$ cat src/isr_pkg.sv
// Constants shared by the interrupt source router: offsets, codes and reset values.
package isr_pkg;

   // ****************************************************************
   // Sizes
   // ****************************************************************
   localparam int NUM_SRC  = 30;
   localparam int NUM_INT  = 19;
   localparam int NUM_EXT  = 11;
   localparam int ROUTE_W  = 5;
   localparam int ADDR_W   = 12;
   localparam int DATA_W   = 8;
   localparam int VEC_W    = 25;
   localparam int NMI_BIT  = 24;
   localparam int S1_LSB   = 8;
   localparam int S2_LSB   = 16;

   // ****************************************************************
   // Register offsets and reset value
   // ****************************************************************
   localparam logic [11:0] ECC_ROUTE_OFS = 12'hd18;
   localparam logic [11:0] SRC_OFS [NUM_SRC] = '{
      12'hd1a, 12'hd1b, 12'hd1c, 12'hd20, 12'hd21, 12'hd22,
      12'hd28, 12'hd29, 12'hd30, 12'hd31, 12'hd32, 12'hd33,
      12'hd40, 12'hd41, 12'hd42, 12'hd43, 12'hd44, 12'hd45,
      12'hd46, 12'hd50, 12'hd51, 12'hd52, 12'hd53, 12'hd54,
      12'hd55, 12'hd56, 12'hd57, 12'hd58, 12'hd59, 12'hd5a};
   localparam logic [4:0]  ROUTE_RST     = 5'h00;
   localparam int          ROUTE_LSB     = 0;
   localparam logic [2:0]  RSV_VALUE     = 3'h0;

   // ****************************************************************
   // Routing codes
   // ****************************************************************
   localparam logic [4:0] CODE_OFF     = 5'h00;
   localparam logic [4:0] CODE_M0      = 5'h01;
   localparam logic [4:0] CODE_M1      = 5'h02;
   localparam logic [4:0] CODE_S1_BASE = 5'h03;
   localparam logic [4:0] CODE_S1_LAST = 5'h0a;
   localparam logic [4:0] CODE_M3      = 5'h0b;
   localparam logic [4:0] CODE_M4      = 5'h0c;
   localparam logic [4:0] CODE_S2_BASE = 5'h0d;
   localparam logic [4:0] CODE_S2_LAST = 5'h14;
   localparam logic [4:0] CODE_M6      = 5'h15;
   localparam logic [4:0] CODE_M7      = 5'h16;
   localparam logic [4:0] CODE_NMI     = 5'h1f;

   // Master inputs that take the cascades when a slave is bypassed.
   localparam int M_CASC1 = 2;
   localparam int M_CASC2 = 5;

endpackage

$ cat src/isr_router.sv
// Interrupt source router: routing registers and the decode onto controller inputs and NMI.
//
// Behaviour
// - ECC code zero blocks the ECC interrupt.
// - Six codes drive master inputs 0,1,3,4,6,7.
// - Codes 03-0a drive first slave inputs 0-7.
// - Codes 0d-14 drive second slave inputs 0-7.
// - ECC codes 17 to 1f are blocked.
// - ECC interrupt never produces an NMI.
// - First slave absent: code 03 feeds master 2.
// - Second slave absent: code 0d feeds master 5.
// - Sources sharing an input are ORed together.
// - All NMI-routed sources share the NMI line.
// - Routing register: code bits 4-0, reserved zero.
// - General codes 00 and 17-1e block source.
// - General code 1f routes source to NMI.
// - Thirty sources each have their own register.
`timescale 1ns/100ps

module isr_router (
   // Clock and reset
   input  wire logic                REF_CLK,
   input  wire logic                RST_N,
   // Register access
   input  wire logic [11:0]         MMCR_ADDR,
   input  wire logic                MMCR_WR,
   input  wire logic [7:0]          MMCR_WDATA,
   input  wire logic                MMCR_RD,
   output logic      [7:0]          MMCR_RDATA,
   // Cascade configuration from the master controller
   input  wire logic                SLAVE_ONE_PRESENT,
   input  wire logic                SLAVE_TWO_PRESENT,
   // Interrupt sources
   input  wire logic                ECC_IRQ,
   input  wire logic [18:0]         INT_SRC,
   input  wire logic [10:0]         EXT_IRQ,
   // Controller inputs and NMI
   output logic      [7:0]          MASTER_IRQ,
   output logic      [7:0]          SLAVE1_IRQ,
   output logic      [7:0]          SLAVE2_IRQ,
   output logic                     NMI_REQ
);

   // ****************************************************************
   // Functions
   // ****************************************************************

   // Index of the general routing register at an offset, or -1.
   function automatic int route_index(input logic [11:0] addr);
      int idx;
      idx = -1;
      for (int k = 0; k < isr_pkg::NUM_SRC; k++) begin
         if (addr == isr_pkg::SRC_OFS[k]) begin
            idx = k;
         end
      end
      return idx;
   endfunction

   // Request vector for one source: master 7-0, slave one 15-8, slave two 23-16, NMI 24.
   function automatic logic [24:0] route_decode(input logic [4:0] code,
                                                input logic       allow_nmi,
                                                input logic       s1_on,
                                                input logic       s2_on);
      logic [24:0] v;
      logic [4:0]  ofs;
      v   = '0;
      ofs = 5'h00;
      if (code == isr_pkg::CODE_M0) begin
         v[0] = 1'b1;
      end else if (code == isr_pkg::CODE_M1) begin
         v[1] = 1'b1;
      end else if (code >= isr_pkg::CODE_S1_BASE && code <= isr_pkg::CODE_S1_LAST) begin
         ofs = 5'(code - isr_pkg::CODE_S1_BASE);
         // An absent slave keeps only its base code, moved onto the master input it would cascade into.
         if (s1_on) begin
            v[isr_pkg::S1_LSB + int'(ofs)] = 1'b1;
         end else if (code == isr_pkg::CODE_S1_BASE) begin
            v[isr_pkg::M_CASC1] = 1'b1;
         end
      end else if (code == isr_pkg::CODE_M3) begin
         v[3] = 1'b1;
      end else if (code == isr_pkg::CODE_M4) begin
         v[4] = 1'b1;
      end else if (code >= isr_pkg::CODE_S2_BASE && code <= isr_pkg::CODE_S2_LAST) begin
         ofs = 5'(code - isr_pkg::CODE_S2_BASE);
         if (s2_on) begin
            v[isr_pkg::S2_LSB + int'(ofs)] = 1'b1;
         end else if (code == isr_pkg::CODE_S2_BASE) begin
            v[isr_pkg::M_CASC2] = 1'b1;
         end
      end else if (code == isr_pkg::CODE_M6) begin
         v[6] = 1'b1;
      end else if (code == isr_pkg::CODE_M7) begin
         v[7] = 1'b1;
      end else if (code == isr_pkg::CODE_NMI && allow_nmi) begin
         v[isr_pkg::NMI_BIT] = 1'b1;
      end
      // Codes 00 and 17-1e fall through with nothing set, and 1f too for ECC.
      return v;
   endfunction

   // ****************************************************************
   // Pin synchronisers
   // ****************************************************************

   // The general interrupt pins are asynchronous to REF_CLK.
   logic [10:0] ext_meta_q;
   logic [10:0] ext_sync_q;

   always_ff @(posedge REF_CLK) begin
      if (!RST_N) begin
         ext_meta_q <= '0;
         ext_sync_q <= '0;
      end else begin
         ext_meta_q <= EXT_IRQ;
         ext_sync_q <= ext_meta_q;
      end
   end

   logic [29:0] src_lvl;
   assign src_lvl = {ext_sync_q, INT_SRC};

   // ****************************************************************
   // Routing registers
   // ****************************************************************
   logic [4:0] route_q [isr_pkg::NUM_SRC];
   logic [4:0] ecc_route_q;
   int         wr_idx;
   int         rd_idx;

   // Reads and writes share one offset table, so every writable register also reads back.
   assign wr_idx = route_index(MMCR_ADDR);
   assign rd_idx = wr_idx;

   always_ff @(posedge REF_CLK) begin
      if (!RST_N) begin
         for (int k = 0; k < isr_pkg::NUM_SRC; k++) begin
            route_q[k] <= isr_pkg::ROUTE_RST;
         end
      end else if (MMCR_WR && wr_idx >= 0) begin
         // Reserved bits are dropped so they always read back as zero.
         route_q[wr_idx] <= MMCR_WDATA[4:0];
      end
   end

   always_ff @(posedge REF_CLK) begin
      if (!RST_N) begin
         ecc_route_q <= isr_pkg::ROUTE_RST;
      end else if (MMCR_WR && MMCR_ADDR == isr_pkg::ECC_ROUTE_OFS) begin
         ecc_route_q <= MMCR_WDATA[4:0];
      end
   end

   // Read data is registered; unmapped offsets read as zero.
   always_ff @(posedge REF_CLK) begin
      if (!RST_N) begin
         MMCR_RDATA <= 8'h00;
      end else if (MMCR_RD) begin
         if (MMCR_ADDR == isr_pkg::ECC_ROUTE_OFS) begin
            MMCR_RDATA <= {isr_pkg::RSV_VALUE, ecc_route_q};
         end else if (rd_idx >= 0) begin
            MMCR_RDATA <= {isr_pkg::RSV_VALUE, route_q[rd_idx]};
         end else begin
            MMCR_RDATA <= 8'h00;
         end
      end
   end

   // ****************************************************************
   // Routing decode
   // ****************************************************************
   logic [24:0] req_d;

   // Each source is decoded in full every cycle; sharing falls out of the OR, so no source hides another.
   always_comb begin
      req_d = route_decode(ecc_route_q, 1'b0, SLAVE_ONE_PRESENT, SLAVE_TWO_PRESENT)
              & {25{ECC_IRQ}};
      for (int k = 0; k < isr_pkg::NUM_SRC; k++) begin
         req_d = req_d | (route_decode(route_q[k], 1'b1, SLAVE_ONE_PRESENT, SLAVE_TWO_PRESENT)
                          & {25{src_lvl[k]}});
      end
   end

   // Outputs are registered so the controllers see glitch-free levels; this costs one cycle.
   always_ff @(posedge REF_CLK) begin
      if (!RST_N) begin
         MASTER_IRQ <= 8'h00;
         SLAVE1_IRQ <= 8'h00;
         SLAVE2_IRQ <= 8'h00;
         NMI_REQ    <= 1'b0;
      end else begin
         MASTER_IRQ <= req_d[7:0];
         SLAVE1_IRQ <= req_d[15:8];
         SLAVE2_IRQ <= req_d[23:16];
         NMI_REQ    <= req_d[isr_pkg::NMI_BIT];
      end
   end

   // Every stored code is back at its reset value.
   logic codes_clear;

   always_comb begin
      codes_clear = (ecc_route_q == isr_pkg::ROUTE_RST);
      for (int k = 0; k < isr_pkg::NUM_SRC; k++) begin
         codes_clear = codes_clear & (route_q[k] == isr_pkg::ROUTE_RST);
      end
   end
endmodule

$ cat config.mk
export PLATFORM = sky130hd
export DESIGN_NAME = isr_router
export DESIGN_NICKNAME = d
export VERILOG_FILES = /design/src/isr_pkg.sv /design/src/isr_router.sv
export SDC_FILE = /design/constraint.sdc
export NUM_CORES = 1
export LEC_CHECK = 0
export BUFFER_PORTS_ARGS = -buffer_cell sky130_fd_sc_hd__buf_2
export CORE_AREA = 4 4 283 257
export DETAILED_ROUTE_END_ITERATION = 10
export DIE_AREA = 0 0 287 261
export SLEW_MARGIN = 40
export SYNTH_ARGS = -nofsm -noshare
export SYNTH_HDL_FRONTEND = slang
export SYNTH_SLANG_ARGS = --single-unit
$ cat constraint.sdc
create_clock -name REF_CLK -period 3.42 [get_ports REF_CLK]
set_clock_uncertainty 0.2 [all_clocks]
set_input_delay 0.684 -clock REF_CLK [delete_from_list [all_inputs] [get_ports REF_CLK]]
set_output_delay 0.684 -clock REF_CLK [all_outputs]
set_load 0.02 [all_outputs]
# After elaboration in Yosys (flattened, before gate mapping)
# Memories as Yosys holds them, arrays and structs flattened.
# Index checks and enable logic that the tools add are counted.
# word_totals
reg_bits	60
mem_bits_rw	150
mem_count	1
word_cells	1968
output_inout_bits	33
latchBits	0
rom_bits	0
inputBits	57
# op_classes
magnitude_cmp	249
eq_ne	309
n_reduce_logical	127
shift	0
n_mul	0
n_div	0
mux	1089
bitwise_logic	61
addsub	124
# memory_table
memory	depth	width	rd	rd_ports_with_merged_regs	write_ports	line	text
route_q	30	5	31	0	30	isr_router.sv:127	logic [4:0] route_q [isr_pkg::NUM_SRC];
# op_table
operator	count
$mux 32	30
$and 25x25->25	31
$mux 25	31
$or 25x25->25	30
$mux 24	31
$mux 23	31
$mux 22	31
$mux 21	31
$mux 20	31
$mux 19	31
$mux 1	559
$mux 16	30
$eq 5x4->1 const B	93
$eq 5x5->1 const B	92
$eq 12x12->1 const B	31
$ge 6x1->1 const B	62
$lt 6x6->1 const B	62
$demux 1 s5	62
$eq 5x2->1 const B	62
$add 4x5->6 const A	31
$add 5x5->6 const A	31
$mux 6	31
$mux 5	35
$eq 5x1->1 const B	31
13 further kinds	439

# Longest topological paths before layout
# logic_depth
ltp_word	44
depth_mapped	12
mapped_depth_nobuf	8

# Worst setup path before layout
# Ideal clock, no wire load.
# synth_timing
path_type	input -> register
from	input port MMCR_ADDR[6]
to	memory route_q[0][0], enable pin
path_slack_ns	-0.220
arrival_ns	3.066
stages	8
n_path_buf	2
required_time_ns	2.846
cell_sequence	or4b_1 or4_1 and4_4 buf_6 a31oi_4 nand2_1 clkbuf_1 o21ai_0
# synth_lines
item	line	text
start: declaration	isr_router.sv:25	input wire logic [11:0] MMCR_ADDR,
end: declaration	isr_router.sv:127	

==> metrics.yaml <==
crit_chain: "buf_4, nor2b_1, inv_1, o22a_1, nand2_1, buf_4, nor3_1, o211ai_1, nor3_1, a311oi_1, buf_4"
synth_flop_cell: "edfxtp_1"
tritoncts: "done"
synthXorXnorAreaFrac_pct: 1.94
fill_cells: 7313
drv_cap: 0
critical-path-top-delay-family: "simple AND/OR/NAND/NOR gates"
worstPathArrival_ns: 3.81
yosysSeqAreaShare_pct: 28.7
ios: 90
drt-wirelength-per-cell_um: 41.3
switching_share_pct: 36.4
path_max_fanout: 10
detailedRoute.firstPassIterationCount: 6
ys_seq_elements: 217
numClockSinks: 217
violations: "negative setup slack"
synthArstFlopShare_pct: 0
syn_inst: 2783
netlist_area_um2: 20800
avgSynthCellArea_um2: 7.46
crit_top_cell: "buf_4"
drc: 0
grt_setup_unrepaired: "false"
synth_compound_area_share_pct: 24.3
fmax_mhz: 289
combPwrFrac_pct: 30.0
fin_tns_setup_ns: -0.0446
areaGrowthSynthToFinish_pct: 40.5
start_util_pct: 29.7
initialDrtViolationCount: 5595
grt.total_usage_pct: 47.7
status: "finished, violations left"
path_class: "register to register"
drtAntennaViolNets: 0
cts_buffers: 25
coreArea_um2: 69800
finalCriticalPeriod_ns: 3.46
synth_top_family_by_area: "simple AND/OR/NAND/NOR gates"
peakVddDrop_v: 0.000391
timing.final.crit_share_pct: 101
hpwl_um: 159000
cts.reportedPaths.clkPinSlew_ns: 0.06
first_global_vias: 26200
hold_class: "input port to register"
ctsRootBufferMaster: "clkbuf_16"
fp.dieH_um: 261
vias_per_cell: 6.53
drv_slew: 0
end_kind: "register"
netSwitchingPower_uw: 3180
pre_cts_slack_ns: -0.627
post_cts_buffers: 0
grt_overflow: 0
port_buffers: 83
worstMarginPinSlew_ns: 0.978
muxShareOfSynthArea_pct: 2.37
clock_latency_ns: 0.61
drt_wl_total_um: 185000
die_w_um: 287
routabilityCongestion: 1.23
crit_slowest_cell: "edfxtp_1"
power_density_nw_per_um2: 299
fin_nets: 3565
drive_gt1_share_pct: 29.1
start_kind: "register"
synth_edf_count: 160
leakagePower_uw: 0.0116
ys_types: 93
grt_max_degree: 64
num_vias: 29300
dieArea_um2: 74900
power_frac_clock_pct: 33.4
crit_buf_inv: 4
crit_required_ns: 3.77
yosysWarnings: 0
antenna_found_initial: 19
hold_viol_final: 0
fp-row-count: 92
relSlewSlack_pct: 34.8
internal-power_uw: 5550
grt_pass1_wl_um: 240000
layout_setup_ws_ns: -0.0446
synthAdderAreaFrac_pct: 0
h-tree-depth: 1
p_seq_share_pct: 36.6
cts.path.max_buffers: 3
setup_violations: 1
yosys.area_share.simple_pct: 37.2
max_stage_delay_ns: 0.62
cell usage after synthesis, types with 27 or more instances:
master | count | area [um2]
nor2b_1 | 96 | 601
o22ai_1 | 67 | 419
nand2_1 | 285 | 1070
dfxtp_1 | 57 | 1140
a22oi_1 | 32 | 240
inv_1 | 46 | 173
clkbuf_1 | 201 | 754
a211oi_1 | 29 | 218
nor4_1 | 49 | 307
edfxtp_1 | 160 | 4800
nand3_1 | 119 | 596
nor2_1 | 282 | 1060
and2_1 | 172 | 1080
a2111oi_0 | 28 | 245
nor3_1 | 113 | 566
xnor2_1 | 27 | 236
mux2i_1 | 42 | 420
a21oi_1 | 96 | 480
nand2b_1 | 73 | 457
nand4_1 | 87 | 544
and3_1 | 39 | 244
o21ai_0 | 138 | 691
a31oi_1 | 45 | 282
placed cells by master, fill, tap and decap left out, types with 87 or more instances in the layout:
master,count
edfxtp_1,160
nand4_1,87
nor3_1,108
nor2_1,282
a21oi_1,94
nand2_1,285
buf_4,815
nand3_1,119
and2_1,172
o21ai_0,122
nor2b_1,95
layer usage:
| layer | share of wire, % | track usage (%) | vias up |
|---|---|---|---|
| met2 | 38 | 65.4 | 2552 |
| met4 | 9.7 | 34.7 | 6 |
| met5 | 0.025 | 0 | - |
| li1 | - | - | 12000 |
| met1 | 39 | 62.1 | 14100 |
| met3 | 13 | 16.2 | 601 |
worst paths after layout:
| kind | start | cells after the start | end | slack [ns] |
|---|---|---|---|---|
| hold / removal | EXT_IRQ[0] | 2 | ext_meta_q[0]$_SDFF_PN0_ | 0.08 |
| setup reg to reg | route_q[3][0]$_SDFFCE_PN0P_ | 11 | MASTER_IRQ[5]$_SDFF_PN0_ | -0.04 |
| hold reg to reg | ext_meta_q[8]$_SDFF_PN0_ | 1 | ext_sync_q[8]$_SDFF_PN0_ | 0.23 |
| setup / recovery | route_q[3][0]$_SDFFCE_PN0P_ | 11 | MASTER_IRQ[5]$_SDFF_PN0_ | -0.04 |
final cells by class:
class                   count  area [um2]  area share [%]
multi-input cells        2293       13900            47.6
repair buffers            925        7080            24.3
flip-flops and latches    217        5950            20.4
well taps                 940        1180            4.03
clock buffers              34         699            2.40
inverters                  46         173           0.592
clock inverters            11         164           0.562
diodes                     15        37.5           0.129
cell families after synthesis:
family / count (synthesis)
compound gates: 718
xor+xnor: 46
buf+inv: 285
flops: 217
mux: 48
other cells: 1
simple gates: 1468
registers in the layout (all words and copies together), names as in the netlist:
register,flops
route_q,160
ext_meta_q,11
ext_sync_q,11
MASTER_IRQ,8
SLAVE1_IRQ,8
SLAVE2_IRQ,8
MMCR_RDATA,5
ecc_route_q,5
NMI_REQ,1
power by group through the flow:
stage | clock network (uW) | registers [uW] | logic, uW
2_1_floorplan | 0 | 3130 | 968
3_3_place_gp | 0 | 3230 | 2470
3_5_place_dp | 0 | 3230 | 2450
4_1_cts | 2940 | 3170 | 2460
5_1_grt | 3030 | 3190 | 2630
6_report | 2920 | 3190 | 2620
what timing repair did:
action	4_1_cts	5_1_grt
resized for setup	1	4
endpoints found under the setup margin	1	4
gates cloned	0	0
hold buffers	0	0
worst register-to-register path, cell delays in order (launching register included):
cell      delay [ns]
edfxtp_1        0.62
buf_4           0.28
nor2b_1         0.44
inv_1           0.15
o22a_1          0.24
nand2_1         0.34
buf_4           0.21
nor3_1          0.05
o211ai_1        0.14
nor3_1          0.07
a311oi_1        0.48
buf_4           0.20
per-stage QoR:
step | area [um2] | instances | hold WS, ns | power [uW] | utilization [%]
6_report | 29200 | 4481 | 0.0797 | 8730 | 41.8
5_1_grt | 29100 | 4466 | 0.0888 | 8850 | 41.8
4_1_cts | 29100 | 4466 | 0.0679 | 8580 | 41.7
3_5_place_dp | 28200 | 4421 | 0.219 | 5680 | 40.5
3_3_place_gp | 28200 | 4421 | 0.213 | 5690 | 40.4
2_1_floorplan | 20800 | 2795 | 0.212 | 4100 | -
No activity file was read; power rests on OpenSTA's default activity.
